`config.mk`:
```
export PLATFORM = sky130hd
export DESIGN_NAME = gpp_port_bank
export DESIGN_NICKNAME = d
export VERILOG_FILES = /design/src/design/gpp_pkg.sv /design/src/design/gpp_port_bank.sv
export SDC_FILE = /design/constraint.sdc
export NUM_CORES = 1
export LEC_CHECK = 0
export ABC_CLOCK_PERIOD_IN_PS = 56400
export BUFFER_PORTS_ARGS = -buffer_cell sky130_fd_sc_hd__buf_2
export CORE_MARGIN = 2
export CORE_UTILIZATION = 35
export CTS_CLUSTER_DIAMETER = 150
export CTS_CLUSTER_SIZE = 12
export DETAILED_ROUTE_END_ITERATION = 12
export SLEW_MARGIN = 20
export SYNTH_ARGS = -nofsm -noshare
export SYNTH_HDL_FRONTEND = slang
export SYNTH_SLANG_ARGS = --single-unit
```
`constraint.sdc`:
```
create_clock -name ref_clk -period 56.4 [get_ports ref_clk]
set_clock_uncertainty 0.1 [all_clocks]
set_input_delay 0 -clock ref_clk [delete_from_list [all_inputs] [get_ports ref_clk]]
set_output_delay 0 -clock ref_clk [all_outputs]
set_load 0.005 [all_outputs]
```
`src/design/gpp_pkg.sv`:
```
// constants, register map and pin carrier for the programmable port bank
package gpp_pkg;

	localparam int NPORT = 15;
	localparam int NPIN  = NPORT * 8;

	// -----------------------------------------------------------------
	// register indices (byte address is four times the index)
	// -----------------------------------------------------------------
	localparam logic [9:0] IDX_PULLUP_CTRL_0 = 10'h360;
	localparam logic [9:0] IDX_PULLUP_CTRL_1 = 10'h361;
	localparam logic [9:0] IDX_PULLUP_CTRL_2 = 10'h362;
	localparam logic [9:0] IDX_PULLUP_CTRL_3 = 10'h363;
	localparam logic [9:0] IDX_PORT_CONTROL  = 10'h366;
	localparam logic [9:0] IDX_NMI_FILTER    = 10'h369;
	localparam logic [9:0] IDX_SYS_CTRL      = 10'h370;
	localparam logic [9:0] DATA_IDX [NPORT] = '{10'h3e0, 10'h3e1, 10'h3e4, 10'h3e5, 10'h3e8,
		10'h3e9, 10'h3ec, 10'h3ed, 10'h3f0, 10'h3f1, 10'h3f4, 10'h3f5, 10'h3f8, 10'h3f9, 10'h3fc};
	localparam logic [9:0] DIR_IDX [NPORT] = '{10'h3e2, 10'h3e3, 10'h3e6, 10'h3e7, 10'h3ea,
		10'h3eb, 10'h3ee, 10'h3ef, 10'h3f2, 10'h3f3, 10'h3f6, 10'h3f7, 10'h3fa, 10'h3fb, 10'h3fe};

	// -----------------------------------------------------------------
	// field positions
	// -----------------------------------------------------------------
	localparam int UPPER_PORTS_ENABLE_BIT   = 7;
	localparam int PORT1_LATCH_READBACK_BIT = 0;
	localparam int SYS_MODE_LSB             = 0;
	localparam int SYS_NMI_EN_BIT           = 2;
	localparam int SYS_SUBCLK_BIT           = 3;
	localparam int SYS_MOTOR_FUNC_BIT       = 4;
	localparam int SYS_MOTOR_OUT_BIT        = 5;
	localparam int SYS_UNLOCK_BIT           = 6;
	localparam int SYS_NMI_LEVEL_BIT        = 7;
	localparam int UPPER_PORT_FIRST         = 11;
	localparam int DIR9_PORT                = 9;

	// -----------------------------------------------------------------
	// reset values and masks
	// -----------------------------------------------------------------
	localparam logic [7:0] RST_ZERO       = 8'h00;
	localparam logic [7:0] RST_PULL1_HIGH = 8'h02;
	localparam logic [7:0] PORT14_MASK    = 8'h03;
	localparam logic [7:0] NMI_FILT_MASK  = 8'h07;
	localparam logic [7:0] PORT_CTL_MASK  = 8'h01;
	localparam logic [1:0] MODE_SINGLE    = 2'h0;
	// pins 56, 57 and 69 are the open-drain ones
	localparam logic [NPIN-1:0] OPEN_DRAIN_MASK = 120'h20_0300_0000_0000_0000;

	// pin drive bundle toward the pads
	typedef struct packed {
		logic [NPIN-1:0] out;
		logic [NPIN-1:0] oe;
		logic [NPIN-1:0] pu;
	} gpp_pins_type;

endpackage

```
`src/design/gpp_port_bank.sv`:
```
// programmable port bank: data latches, directions, pull-ups, filter
//
// Contract
// port 0-3 pull-up bits act only on inputs; never in expansion modes.
// second pull-up register groups ports 4-7; ports 4,5 off in expansion modes.
// bit 6 pulls only port 7 pins 2,3; pins 0,1 never pulled.
// third pull-up register groups ports 8,9,10 as mapped.
// port 8 pin 5 never pulled up.
// fourth register bits 6-0 pull ports 11-14 groups, inputs only.
// fourth register bit 7 enables ports 11-14 data and direction.
// upper ports disabled keep contents; reads give undefined data.
// port 1 readback bit makes port 1 reads return the latch.
// input bits read pin level; writes update latch only.
// output bits read latch; latch drives pin.
// expansion modes ignore writes to bus control pin bits.
// open-drain pins float when latch holds one.
// subclock on with port 8 pins 6,7 input gives undefined reads.
// direction bit zero is input, one is output.
// port 9 direction writable only in the write after unlock.
// software changes filter only with nmi and motor timer bits clear; filter select writes are taken at any time.
// nmi interrupt enable cannot be cleared once set.
// hard reset loads second pull-up register from boot mode pin.
// soft resets load second pull-up register from processor mode.
// directions reset to zero, port 14 and filter select low bits zero.
// nmi filter passes a level after three equal samples.
// pin inputs pass two flip-flops before being read.
`timescale 1ns/100ps
module gpp_port_bank #(
	parameter int NPORT = gpp_pkg::NPORT
) (
	input  wire logic                 ref_clk,
	input  wire logic                 nrst,
	input  wire logic                 soft_rst,
	input  wire logic                 boot_mode_pin,
	input  wire logic                 wb_cyc_i,
	input  wire logic                 wb_stb_i,
	input  wire logic                 wb_we_i,
	input  wire logic [11:0]          wb_adr_i,
	input  wire logic [3:0]           wb_sel_i,
	input  wire logic [31:0]          wb_dat_i,
	output logic      [31:0]          wb_dat_o,
	output logic                      wb_ack_o,
	input  wire logic [NPORT*8-1:0]   pin_in,
	input  wire logic [NPORT*8-1:0]   bus_pin_mask,
	input  wire logic                 nmi_pin,
	output gpp_pkg::gpp_pins_type     pins_o,
	output logic                      nmi_filtered
);

	localparam int NP = NPORT * 8;

	// the register map is fixed; any other port count is refused
	if (NPORT != gpp_pkg::NPORT) begin : g_bad_nport
		$error("port count must match the register map");
	end

	// -----------------------------------------------------------------
	// reset release
	// -----------------------------------------------------------------
	logic rst_meta_q;
	logic rst_n_q;

	always_ff @(posedge ref_clk or negedge nrst) begin
		if (!nrst) begin
			rst_meta_q <= 1'b0;
			rst_n_q    <= 1'b0;
		end else begin
			rst_meta_q <= 1'b1;
			rst_n_q    <= rst_meta_q;
		end
	end

	// -----------------------------------------------------------------
	// register state
	// -----------------------------------------------------------------
	logic [7:0]             pull0_q, pull1_q, pull2_q, pull3_q;
	logic [7:0]             port_ctl_q;
	logic [7:0]             filt_sel_q;
	logic [1:0]             mode_q;
	logic                   nmi_en_q, subclk_q, motor_func_q, motor_out_q;
	logic                   unlock_q;
	logic                   strap_done_q;
	logic [NPORT-1:0][7:0]  data_q;
	logic [NPORT-1:0][7:0]  dir_q;
	logic [NP-1:0]          pin_meta_q, pin_sync_q;
	logic                   ack_q;
	logic [31:0]            dat_q;
	logic [7:0]             rd_d;

	wire logic [9:0] idx      = wb_adr_i[11:2];
	wire logic       req      = wb_cyc_i & wb_stb_i & ~ack_q;
	wire logic       wr       = req & wb_we_i & wb_sel_i[0];
	wire logic [7:0] wdat     = wb_dat_i[7:0];
	wire logic       exp_mode = (mode_q != gpp_pkg::MODE_SINGLE);
	wire logic       upper_en = pull3_q[gpp_pkg::UPPER_PORTS_ENABLE_BIT];

	// -----------------------------------------------------------------
	// wishbone handshake: ack one cycle after a request, one cycle wide
	// -----------------------------------------------------------------
	always_ff @(posedge ref_clk or negedge rst_n_q) begin
		if (!rst_n_q) begin
			ack_q <= 1'b0;
			dat_q <= 32'h0;
		end else begin
			ack_q <= req;
			dat_q <= req ? {24'h0, rd_d} : dat_q;
		end
	end

	assign wb_ack_o = ack_q;
	assign wb_dat_o = dat_q;

	// -----------------------------------------------------------------
	// input synchronisers
	// -----------------------------------------------------------------
	always_ff @(posedge ref_clk or negedge rst_n_q) begin
		if (!rst_n_q) begin
			pin_meta_q <= '0;
			pin_sync_q <= '0;
		end else begin
			pin_meta_q <= pin_in;
			pin_sync_q <= pin_meta_q;
		end
	end

	// -----------------------------------------------------------------
	// pull-up and control registers
	// -----------------------------------------------------------------
	// the boot level is caught on the first clock after release, never under reset
	always_ff @(posedge ref_clk or negedge rst_n_q) begin
		if (!rst_n_q) begin
			pull0_q      <= gpp_pkg::RST_ZERO;
			pull1_q      <= gpp_pkg::RST_ZERO;
			pull2_q      <= gpp_pkg::RST_ZERO;
			pull3_q      <= gpp_pkg::RST_ZERO;
			port_ctl_q   <= gpp_pkg::RST_ZERO;
			filt_sel_q   <= gpp_pkg::RST_ZERO;
			strap_done_q <= 1'b0;
		end else if (!strap_done_q) begin
			strap_done_q <= 1'b1;
			pull1_q      <= boot_mode_pin ? gpp_pkg::RST_PULL1_HIGH : gpp_pkg::RST_ZERO;
		end else if (soft_rst) begin
			pull0_q    <= gpp_pkg::RST_ZERO;
			pull1_q    <= exp_mode ? gpp_pkg::RST_PULL1_HIGH : gpp_pkg::RST_ZERO;
			pull2_q    <= gpp_pkg::RST_ZERO;
			pull3_q    <= gpp_pkg::RST_ZERO;
			port_ctl_q <= gpp_pkg::RST_ZERO;
			filt_sel_q <= gpp_pkg::RST_ZERO;
		end else if (wr) begin
			if (idx == gpp_pkg::IDX_PULLUP_CTRL_0)
				pull0_q <= wdat;
			if (idx == gpp_pkg::IDX_PULLUP_CTRL_1)
				pull1_q <= wdat;
			if (idx == gpp_pkg::IDX_PULLUP_CTRL_2)
				pull2_q <= wdat;
			if (idx == gpp_pkg::IDX_PULLUP_CTRL_3)
				pull3_q <= wdat;
			if (idx == gpp_pkg::IDX_PORT_CONTROL)
				port_ctl_q <= wdat & gpp_pkg::PORT_CTL_MASK;
			if (idx == gpp_pkg::IDX_NMI_FILTER)
				filt_sel_q <= wdat & gpp_pkg::NMI_FILT_MASK;
		end
	end

	// system control: processor mode, nmi enable, clock and motor timer flags
	always_ff @(posedge ref_clk or negedge rst_n_q) begin
		if (!rst_n_q) begin
			mode_q       <= gpp_pkg::MODE_SINGLE;
			nmi_en_q     <= 1'b0;
			subclk_q     <= 1'b0;
			motor_func_q <= 1'b0;
			motor_out_q  <= 1'b0;
		end else if (wr && idx == gpp_pkg::IDX_SYS_CTRL) begin
			mode_q       <= wdat[gpp_pkg::SYS_MODE_LSB +: 2];
			nmi_en_q     <= nmi_en_q | wdat[gpp_pkg::SYS_NMI_EN_BIT];
			subclk_q     <= wdat[gpp_pkg::SYS_SUBCLK_BIT];
			motor_func_q <= wdat[gpp_pkg::SYS_MOTOR_FUNC_BIT];
			motor_out_q  <= wdat[gpp_pkg::SYS_MOTOR_OUT_BIT];
		end
	end

	// unlock lasts exactly until the next bus write, whatever it targets
	always_ff @(posedge ref_clk or negedge rst_n_q) begin
		if (!rst_n_q)
			unlock_q <= 1'b0;
		else if (wr)
			unlock_q <= (idx == gpp_pkg::IDX_SYS_CTRL) & wdat[gpp_pkg::SYS_UNLOCK_BIT];
	end

	// -----------------------------------------------------------------
	// port data latches and direction registers
	// -----------------------------------------------------------------
	for (genvar p = 0; p < NPORT; p++) begin : g_port
		localparam logic [7:0] PMASK = (p == NPORT - 1) ? gpp_pkg::PORT14_MASK : 8'hff;
		localparam bit UPPER = (p >= gpp_pkg::UPPER_PORT_FIRST);
		wire logic       port_ok = !UPPER || upper_en;
		wire logic [7:0] wmask   = exp_mode ? ~bus_pin_mask[p*8 +: 8] : 8'hff;
		wire logic       dir_ok  = (p != gpp_pkg::DIR9_PORT) || unlock_q;

		always_ff @(posedge ref_clk or negedge rst_n_q) begin
			if (!rst_n_q)
				data_q[p] <= gpp_pkg::RST_ZERO;
			else if (wr && port_ok && idx == gpp_pkg::DATA_IDX[p])
				data_q[p] <= ((wdat & wmask) | (data_q[p] & ~wmask)) & PMASK;
		end

		always_ff @(posedge ref_clk or negedge rst_n_q) begin
			if (!rst_n_q)
				dir_q[p] <= gpp_pkg::RST_ZERO;
			else if (soft_rst && strap_done_q)
				dir_q[p] <= gpp_pkg::RST_ZERO;
			else if (wr && port_ok && dir_ok && idx == gpp_pkg::DIR_IDX[p])
				dir_q[p] <= ((wdat & wmask) | (dir_q[p] & ~wmask)) & PMASK;
		end
	end

	// -----------------------------------------------------------------
	// pin drive and pull-up mapping
	// -----------------------------------------------------------------
	// returns the bit of the four pull-up registers that pulls pin b of port p, or -1
	function automatic int pu_src(input int p, input int b);
		int r;
		r = -1;
		if (p <= 7)
			r = p * 2 + b / 4;
		if (p == 7 && b < 2)
			r = -1;
		if (p == 8)
			r = (b < 4) ? 16 : ((b == 5) ? -1 : 17);
		if (p == 9 || p == 10)
			r = 18 + (p - 9) * 2 + b / 4;
		if (p >= 11)
			r = 24 + (p - 11) * 2 + b / 4;
		if (p == 14 && b >= 2)
			r = -1;
		return r;
	endfunction

	gpp_pkg::gpp_pins_type pins_d;
	wire logic [31:0] pur_all = {pull3_q, pull2_q, pull1_q, pull0_q};

	for (genvar i = 0; i < NP; i++) begin : g_pin
		localparam int SRC  = pu_src(i / 8, i % 8);
		localparam bit OD   = gpp_pkg::OPEN_DRAIN_MASK[i];
		localparam bit LOWP = (i < 48);
		localparam bit REAL = !(i / 8 == 14 && i % 8 >= 2);
		wire logic latch = data_q[i / 8][i % 8];
		wire logic dir   = dir_q[i / 8][i % 8];
		if (SRC < 0) begin : g_nopu
			assign pins_d.pu[i] = 1'b0;
		end else begin : g_pu
			assign pins_d.pu[i] = pur_all[SRC] & ~dir & ~(LOWP && exp_mode);
		end
		if (OD) begin : g_od
			assign pins_d.out[i] = 1'b0;
			assign pins_d.oe[i]  = dir & ~latch;
		end else begin : g_cmos
			assign pins_d.out[i] = latch & REAL;
			assign pins_d.oe[i]  = dir & REAL;
		end
	end

	always_ff @(posedge ref_clk or negedge rst_n_q) begin
		if (!rst_n_q)
			pins_o <= '0;
		else
			pins_o <= pins_d;
	end

	// -----------------------------------------------------------------
	// read multiplexer
	// -----------------------------------------------------------------
	always_comb begin
		logic [7:0] live;
		rd_d = 8'h00;
		live = 8'h00;
		for (int p = 0; p < NPORT; p++) begin
			live = (dir_q[p] & data_q[p]) | (~dir_q[p] & pin_sync_q[p*8 +: 8]);
			if (p == 1 && port_ctl_q[gpp_pkg::PORT1_LATCH_READBACK_BIT])
				live = data_q[p];
			if (p == 8 && subclk_q)
				live = live & ~(~dir_q[p] & 8'hc0);
			if (p == NPORT - 1)
				live = live & gpp_pkg::PORT14_MASK;
			if (idx == gpp_pkg::DATA_IDX[p])
				rd_d = (p >= gpp_pkg::UPPER_PORT_FIRST && !upper_en) ? 8'h00 : live;
			if (idx == gpp_pkg::DIR_IDX[p])
				rd_d = (p >= gpp_pkg::UPPER_PORT_FIRST && !upper_en) ? 8'h00 : dir_q[p];
		end
		unique case (idx)
			gpp_pkg::IDX_PULLUP_CTRL_0: rd_d = pull0_q;
			gpp_pkg::IDX_PULLUP_CTRL_1: rd_d = pull1_q;
			gpp_pkg::IDX_PULLUP_CTRL_2: rd_d = pull2_q;
			gpp_pkg::IDX_PULLUP_CTRL_3: rd_d = pull3_q;
			gpp_pkg::IDX_PORT_CONTROL:  rd_d = port_ctl_q;
			gpp_pkg::IDX_NMI_FILTER:    rd_d = filt_sel_q;
			gpp_pkg::IDX_SYS_CTRL:      rd_d = {nmi_filtered, unlock_q, motor_out_q,
				motor_func_q, subclk_q, nmi_en_q, mode_q};
			default: ;
		endcase
	end

	// -----------------------------------------------------------------
	// nmi input filter
	// -----------------------------------------------------------------
	// sample period is 2^select cycles; select 0 samples every cycle
	logic       nmi_meta_q, nmi_sync_q;
	logic [6:0] pre_q;
	logic [2:0] samp_q;
	wire logic  tick = ((pre_q & 7'((8'h1 << filt_sel_q[2:0]) - 8'h1)) == 7'h0);

	always_ff @(posedge ref_clk or negedge rst_n_q) begin
		if (!rst_n_q) begin
			nmi_meta_q   <= 1'b1;
			nmi_sync_q   <= 1'b1;
			pre_q        <= 7'h0;
			samp_q       <= 3'h7;
			nmi_filtered <= 1'b1;
		end else begin
			nmi_meta_q <= nmi_pin;
			nmi_sync_q <= nmi_meta_q;
			pre_q      <= pre_q + 7'h1;
			if (tick)
				samp_q <= {samp_q[1:0], nmi_sync_q};
			if (samp_q == 3'h7 || samp_q == 3'h0)
				nmi_filtered <= samp_q[0];
		end
	end

	// -----------------------------------------------------------------
	// assertions
	// -----------------------------------------------------------------
	a_ack_one_cycle: assert property (@(posedge ref_clk) disable iff (!rst_n_q) // ack handshake
		wb_cyc_i && wb_stb_i && !wb_ack_o |=> wb_ack_o ##1 !wb_ack_o)
		else $error("ack did not follow request for one cycle");

	a_nmi_en_sticky: assert property (@(posedge ref_clk) disable iff (!rst_n_q)
		nmi_en_q |=> nmi_en_q)
		else $error("nmi enable was cleared");

	a_od_never_high: assert property (@(posedge ref_clk) disable iff (!rst_n_q)
		((pins_o.out | pins_o.pu) & gpp_pkg::OPEN_DRAIN_MASK) == '0)
		else $error("open-drain pin driven or pulled high");

	a_pullup_input_only: assert property (@(posedge ref_clk) disable iff (!rst_n_q)
		strap_done_q |=> (pins_o.pu & $past(dir_q)) == '0)
		else $error("pull-up on an output pin");

	a_low_pu_exp_off: assert property (@(posedge ref_clk) disable iff (!rst_n_q)
		exp_mode |=> pins_o.pu[47:0] == 48'h0)
		else $error("port 0-5 pull-up active in expansion mode");

	a_dir9_locked: assert property (@(posedge ref_clk) disable iff (!rst_n_q)
		wr && idx == gpp_pkg::DIR_IDX[9] && !unlock_q && !soft_rst |=> $stable(dir_q[9]))
		else $error("port 9 direction changed while locked");

	a_upper_retain: assert property (@(posedge ref_clk) disable iff (!rst_n_q)
		!upper_en && !soft_rst |=> $stable(data_q[13:11]) && $stable(dir_q[13:11]))
		else $error("upper port register changed while disabled");

	a_filter_three: assert property (@(posedge ref_clk) disable iff (!rst_n_q)
		$changed(nmi_filtered) |-> $past(samp_q) == {3{nmi_filtered}})
		else $error("filter passed a level without three equal samples");

	a_soft_pull1: assert property (@(posedge ref_clk) disable iff (!rst_n_q)
		soft_rst && strap_done_q |=> pull1_q == ($past(exp_mode) ?
			gpp_pkg::RST_PULL1_HIGH : gpp_pkg::RST_ZERO))
		else $error("second pull-up register wrong after soft reset");

	a_strap_pull1: assert property (@(posedge ref_clk) disable iff (!rst_n_q)
		!strap_done_q |=> pull1_q == ($past(boot_mode_pin) ?
			gpp_pkg::RST_PULL1_HIGH : gpp_pkg::RST_ZERO))
		else $error("second pull-up register wrong after hard reset");

endmodule

```
Word level (Yosys, flattened, before mapping)
Index checks and enable logic that the tools add are counted.

operators by class
  equal/unequal tests = 40
  shifts and indexed selects = 1
  multiplexer cells = 107
  add/subtract/negate cells = 2
  reduce and logical (&&, ||, !) cells = 65
  bitwise gates (word level) = 452

operators by type and width
  kind                                                                count
  8-bit two-way mux                                                   102
  8-bit bitwise AND                                                   71
  10-bit == test, second input constant                               37
  8-bit NOT                                                           43
  8-bit OR                                                            42
  1-bit bitwise AND                                                   167
  1-bit NOT                                                           116
  8-bit one-hot mux with 7 select lines                               1
  2-bit nonzero test                                                  22
  1-bit logical AND                                                   34
  3-bit AND reduction                                                 5
  2-bit bitwise AND                                                   5
  2-bit two-way mux                                                   4
  7-bit by 1-bit adder with 7-bit output, second input constant       1
  7-bit bitwise AND                                                   1
  7-bit zero test                                                     1
  1-bit by 3-bit << shifter with 7-bit output, first input constant   1
  7-bit by 1-bit subtractor with 7-bit output, second input constant  1
  3-bit by 2-bit != test with 1-bit output, second input constant     2
  2-bit NOT                                                           3
  2-bit OR                                                            3
  3-bit == test, second input constant                                1
  3-bit zero test                                                     1
  2-bit AND reduction                                                 1
  2 further kinds                                                     2

storage, ports and cells
  word-level logic and storage cells = 724
  output and inout bits = 394
  bits of input ports = 296
  flip-flop bits (word level) = 878

Longest topological paths before layout
  word-level depth = 34
  gate-level depth with buffers = 12
  mapped depth without buffers = 9

Worst setup path before layout
OpenSTA, ideal clock, no wires.

  path kind = register to register
  start point = register ack_q (netlist: wb_ack_o)
  end point = register with a tool-made name
  arrival = 2109 ps
  buffers on the path = 2
  cell stages (with the launch flop) = 10
  data required time = 56175 ps
  clock period less this slack = 2334 ps
  path slack = 54066 ps
  setup time = 125 ps
  path through = dfrtp_1 or2_2 buf_2 inv_1 buf_4 nand3_2 nor2_1 nand2_1 a21oi_1 mux2_2

RTL lines
  item                    line                  RTL
  from (decl)             gpp_port_bank.sv:86   logic ack_q;
  from (signal assigned)  gpp_port_bank.sv:105  ack_q <= req;

==> results by group <==
Pwr
  – Net Sw Frac: 23.6%
  – Maximum vdd drop: 27.5 µV
  – Leakage: 20.9 nW
  – Combinational Power Share: between 6 and 7%
  – Power Density: 28.6 nW/µm²
  – Seq pwr share: 52.0%
  – Pint: 0.928 mW
  – Clock power share: between 40% and 50%
  – Switch Pwr: 0.287 mW

Clock network
  – Num CTS Buffers: 81
  – PostCTS Resize Cnt: 0
  – H-tree depth: 3
  – Clk pin slew, worst setup/hold paths: 0.06 ns
  – Setup bufs post-CTS: 0
  – Root Buffer Master: clkbuf_16
  – Clk sink count: 860
  – Clk_lat worst skew: about 0.66 ns
  – CTS tree: yes
  – Max clock buf depth: 3

STA
  – Pins Over Slew Limit: 0
  – Final hold violation count: 0
  – RSZ-0062 raised after global routing: no
  – Relative slew slack: 25.6%
  – Final period utilization: 9.53%
  – Fin crit period: 5.38 ns
  – Final setup viols: 0
  – Fmax: 186 MHz
  – Setup TNS: 0 ns
  – Slew @ Worst Pin: roughly 1.1 ns

Logic synthesis
  – Syn Inst Count: 2604
  – Post-synth ARST share: 100%
  – Area share of the largest cell type after synthesis: 66.5%
  – Top area cells in the synthesized netlist: dfrtp_1 (67%), mux2_2 (4.8%), mux2i_1 (4.1%), a21oi_1 (3.9%), nand2_1 (3.0%)
  – Synth Register Bits: 860
  – Synth Cell Area: 32100 µm²
  – Post-synth EDFFs: 0
  – Synth area leader: dfrtp_1
  – Register area share after synthesis: 67.0%
  – Avg Synthesized Cell Area: about 12 µm²
  – Synth unique cells: 81
  – Top FF cell, synth: dfrtp_1
  – Warnings, synthesis: 0

GRT
  – First-pass GRT wire length: 182 mm
  – Pin count of the biggest net entering global routing: 89
  – GRT Util Overall: 27.0%
  – Vias in the first global route: 25400
  – Grt ovf: 0
  – Initial antenna violation count: 10

Worst setup path
  – Worst-path maximum fanout: 74
  – Crit path cell chain: buf_4, buf_4, buf_4, buf_4, buf_4
  – WP data arrival: 5.92 ns
  – Buf/Inv on CP: 5
  – Worst path slowest cell: dfrtp_4
  – CP most frequent cell: buf_4
  – Critical path launch point type: flop
  – CP max stage delay: between 0.9 and 1 ns
  – Length in cells of the worst reg-to-reg path: 5
  – CP Capture Type: async pin
  – Worst path top cell family by delay: buffers and inverters
  – Critical path depth: 5
  – WP data required: 56.95 ns
  – Type of the worst setup path: reg -> async

Routing
  – Iter 0 DRT Violations: between 2000 and 2500
  – Antenna Nets Post-Route: 0
  – Via Count: approximately 25000
  – Wire per inst: 26.8 µm
  – Vias per inst: between 5 and 6
  – Final WL: 129 mm
  – First-pass DRT Iterations: 6
  – Residual DRC: 0

Layout
  – Fin util: between 40% and 50%
  – Fill cells: 8301
  – Multi-input logic area: 9850 µm²
  – Layout area overhead: 32.2%
  – Register Area: 21500 µm²
  – Nets: 3902
  – Share of layout cells above drive strength 1: between 20% and 30%

Placement
  – Final HPWL DP: between 90 and 100 mm
  – PortBufs: 600
  – GPL Wtd Cong: 0.927

Floorplan
  – I/O pins: 690
  – Initial Utilization: 35.2%
  – Die ar.: around 94000 µm²
  – Die span in x: 307 µm
  – Core region area: around 91000 µm²
  – FP Rows: 111
  – Die H: 307 µm

Job
  – Max cap viols: 0

Hold path
  – Hold crit path type: in -> async

Run status
  – Status: finished, final reports clean
## kinds of logic (layout without fill, tap and decap cells)
family / Yosys count / after routing / synth area share [%]
muxes: 269 / 269 / 8.92
xor gates and xnor gates: 5 / 5 / 0.136
and+or+nand+nor: 742 / 742 / 11.0
AOI/OAI and AO/OA: 535 / 535 / 9.97
other: 2 / 55 / 0.0234
adders and majority gates: 1 / 1 / 0.0389
buffers and inverters: 190 / 1166 / 2.94
DFF: 860 / 860 / 67.0
## Yosys cell counts (8+ instances only)
cell         n
o2111ai_1    8
a21oi_1    251
a32o_1       9
mux2_2     138
inv_1       23
and3_1       8
buf_2       25
buf_4       53
a2111oi_0    8
o21ai_0    115
nor3b_1      9
a22oi_1     14
a31oi_1     13
nor2_1     209
nand2b_1    15
nand2_1    260
a221oi_1    12
buf_1        9
mux2i_1    131
nand3_1     71
clkbuf_1    79
nor3_1      29
nor2b_1     76
dfrtp_1    854
a211oi_1    14
nor4_1      10
o211ai_1    21
## metrics by stage
step | hold WS (ns) | worst slack [ns] | area (µm²) | std cells | power, mW
5_1_grt | 0.0914 | 50.14 | 42500 | 4815 | 1.26
3_3_place_gp | -0.313 | 50.83 | 36300 | 4321 | 0.699
6_report | 0.0831 | 51.02 | 42500 | 4819 | 1.22
4_1_cts | 0.00371 | 50.74 | 42500 | 4814 | 1.23
2_1_floorplan | -0.396 | 30.56 | 32300 | 2652 | 0.670
3_5_place_dp | -0.311 | 50.75 | 36300 | 4321 | 0.700
## layout by cell type (no fill, tap or decap), types with 6 or more instances in the layout
master         instances
nand2b_1              15
clkbuf_16             83
a32o_1                 9
buf_4                 50
a32oi_1                6
inv_1                 23
o31ai_1                7
buf_2                599
o211ai_1              21
nor3_2                 6
nand3_1               71
a22oi_1               14
nor2b_1               76
nor3_1                28
conb_1                50
nor4_1                10
a21oi_1              251
mux2i_1              131
nor2_1               209
dfstp_2                6
a2111oi_0              7
nand4_1                6
o21ai_0              115
and3_1                 8
a311oi_1               6
nand2_1              260
a221oi_1              12
mux2_2               138
nor3b_1                9
clkbuf_1              17
o21a_1                 6
a31oi_1               13
dfrtp_1              853
o2111ai_1              8
dlygate4sd3_1        387
a211oi_1              14
## power by group through the flow
stage	sequential [mW]	combinational, mW	clock (mW)
after global placement	0.643	0.0564	0
after floorplan	0.651	0.0191	0
after CTS	0.632	0.0779	0.516
final	0.632	0.0780	0.505
after global routing	0.633	0.0834	0.540
after detailed placement	0.643	0.0566	0
## path summary, 6_finish.rpt
check                                    start                       end  slack, ns
min in group ref_clk               wb_adr_i[2]   wb_dat_o[2]$_DFFE_PN0P_       0.11
hold / removal                            nrst         rst_n_q$_DFF_PN0_       0.08
setup reg to reg             rst_n_q$_DFF_PN0_  pin_meta_q[64]$_DFF_PN0_      51.02
setup / recovery             rst_n_q$_DFF_PN0_  pin_meta_q[64]$_DFF_PN0_      51.02
max in group ref_clk               wb_adr_i[3]     dir_q[36]$_DFFE_PN0P_      52.03
hold reg to reg       pin_meta_q[38]$_DFF_PN0_  pin_sync_q[38]$_DFF_PN0_       0.24
## tightest hold or removal path, delay by kind of cell
kind / cells / cell delay [ns]
buffers and inverters: 3 / 1.17
## metal layers
metal	global-route usage (%)	vias to the layer above	share of wire [%]
li1	-	11000	-
met2	43.7	1236	48
met4	9.74	8	3.5
met1	35.2	13000	41
met5	0	-	0.048
met3	6.67	212	8.4
## timing repair
item / CTS / global route
setup endpoints to repair: 0 / 0
endpoints found under the hold margin: 385 / 0
hold buffers: 387 / 0
## final cells by class
type                       count  share of cell area [%]
multi-input combinational   1602                    23.2
tap                         1186                    3.49
antenna                        5                  0.0295
timing repair buffer        1036                    17.1
inverter                      24                   0.212
sequential                   860                    50.7
clock inverter                 6                   0.245
clock buffer                 100                    5.04
No activity file was read; power rests on OpenSTA's default activity.
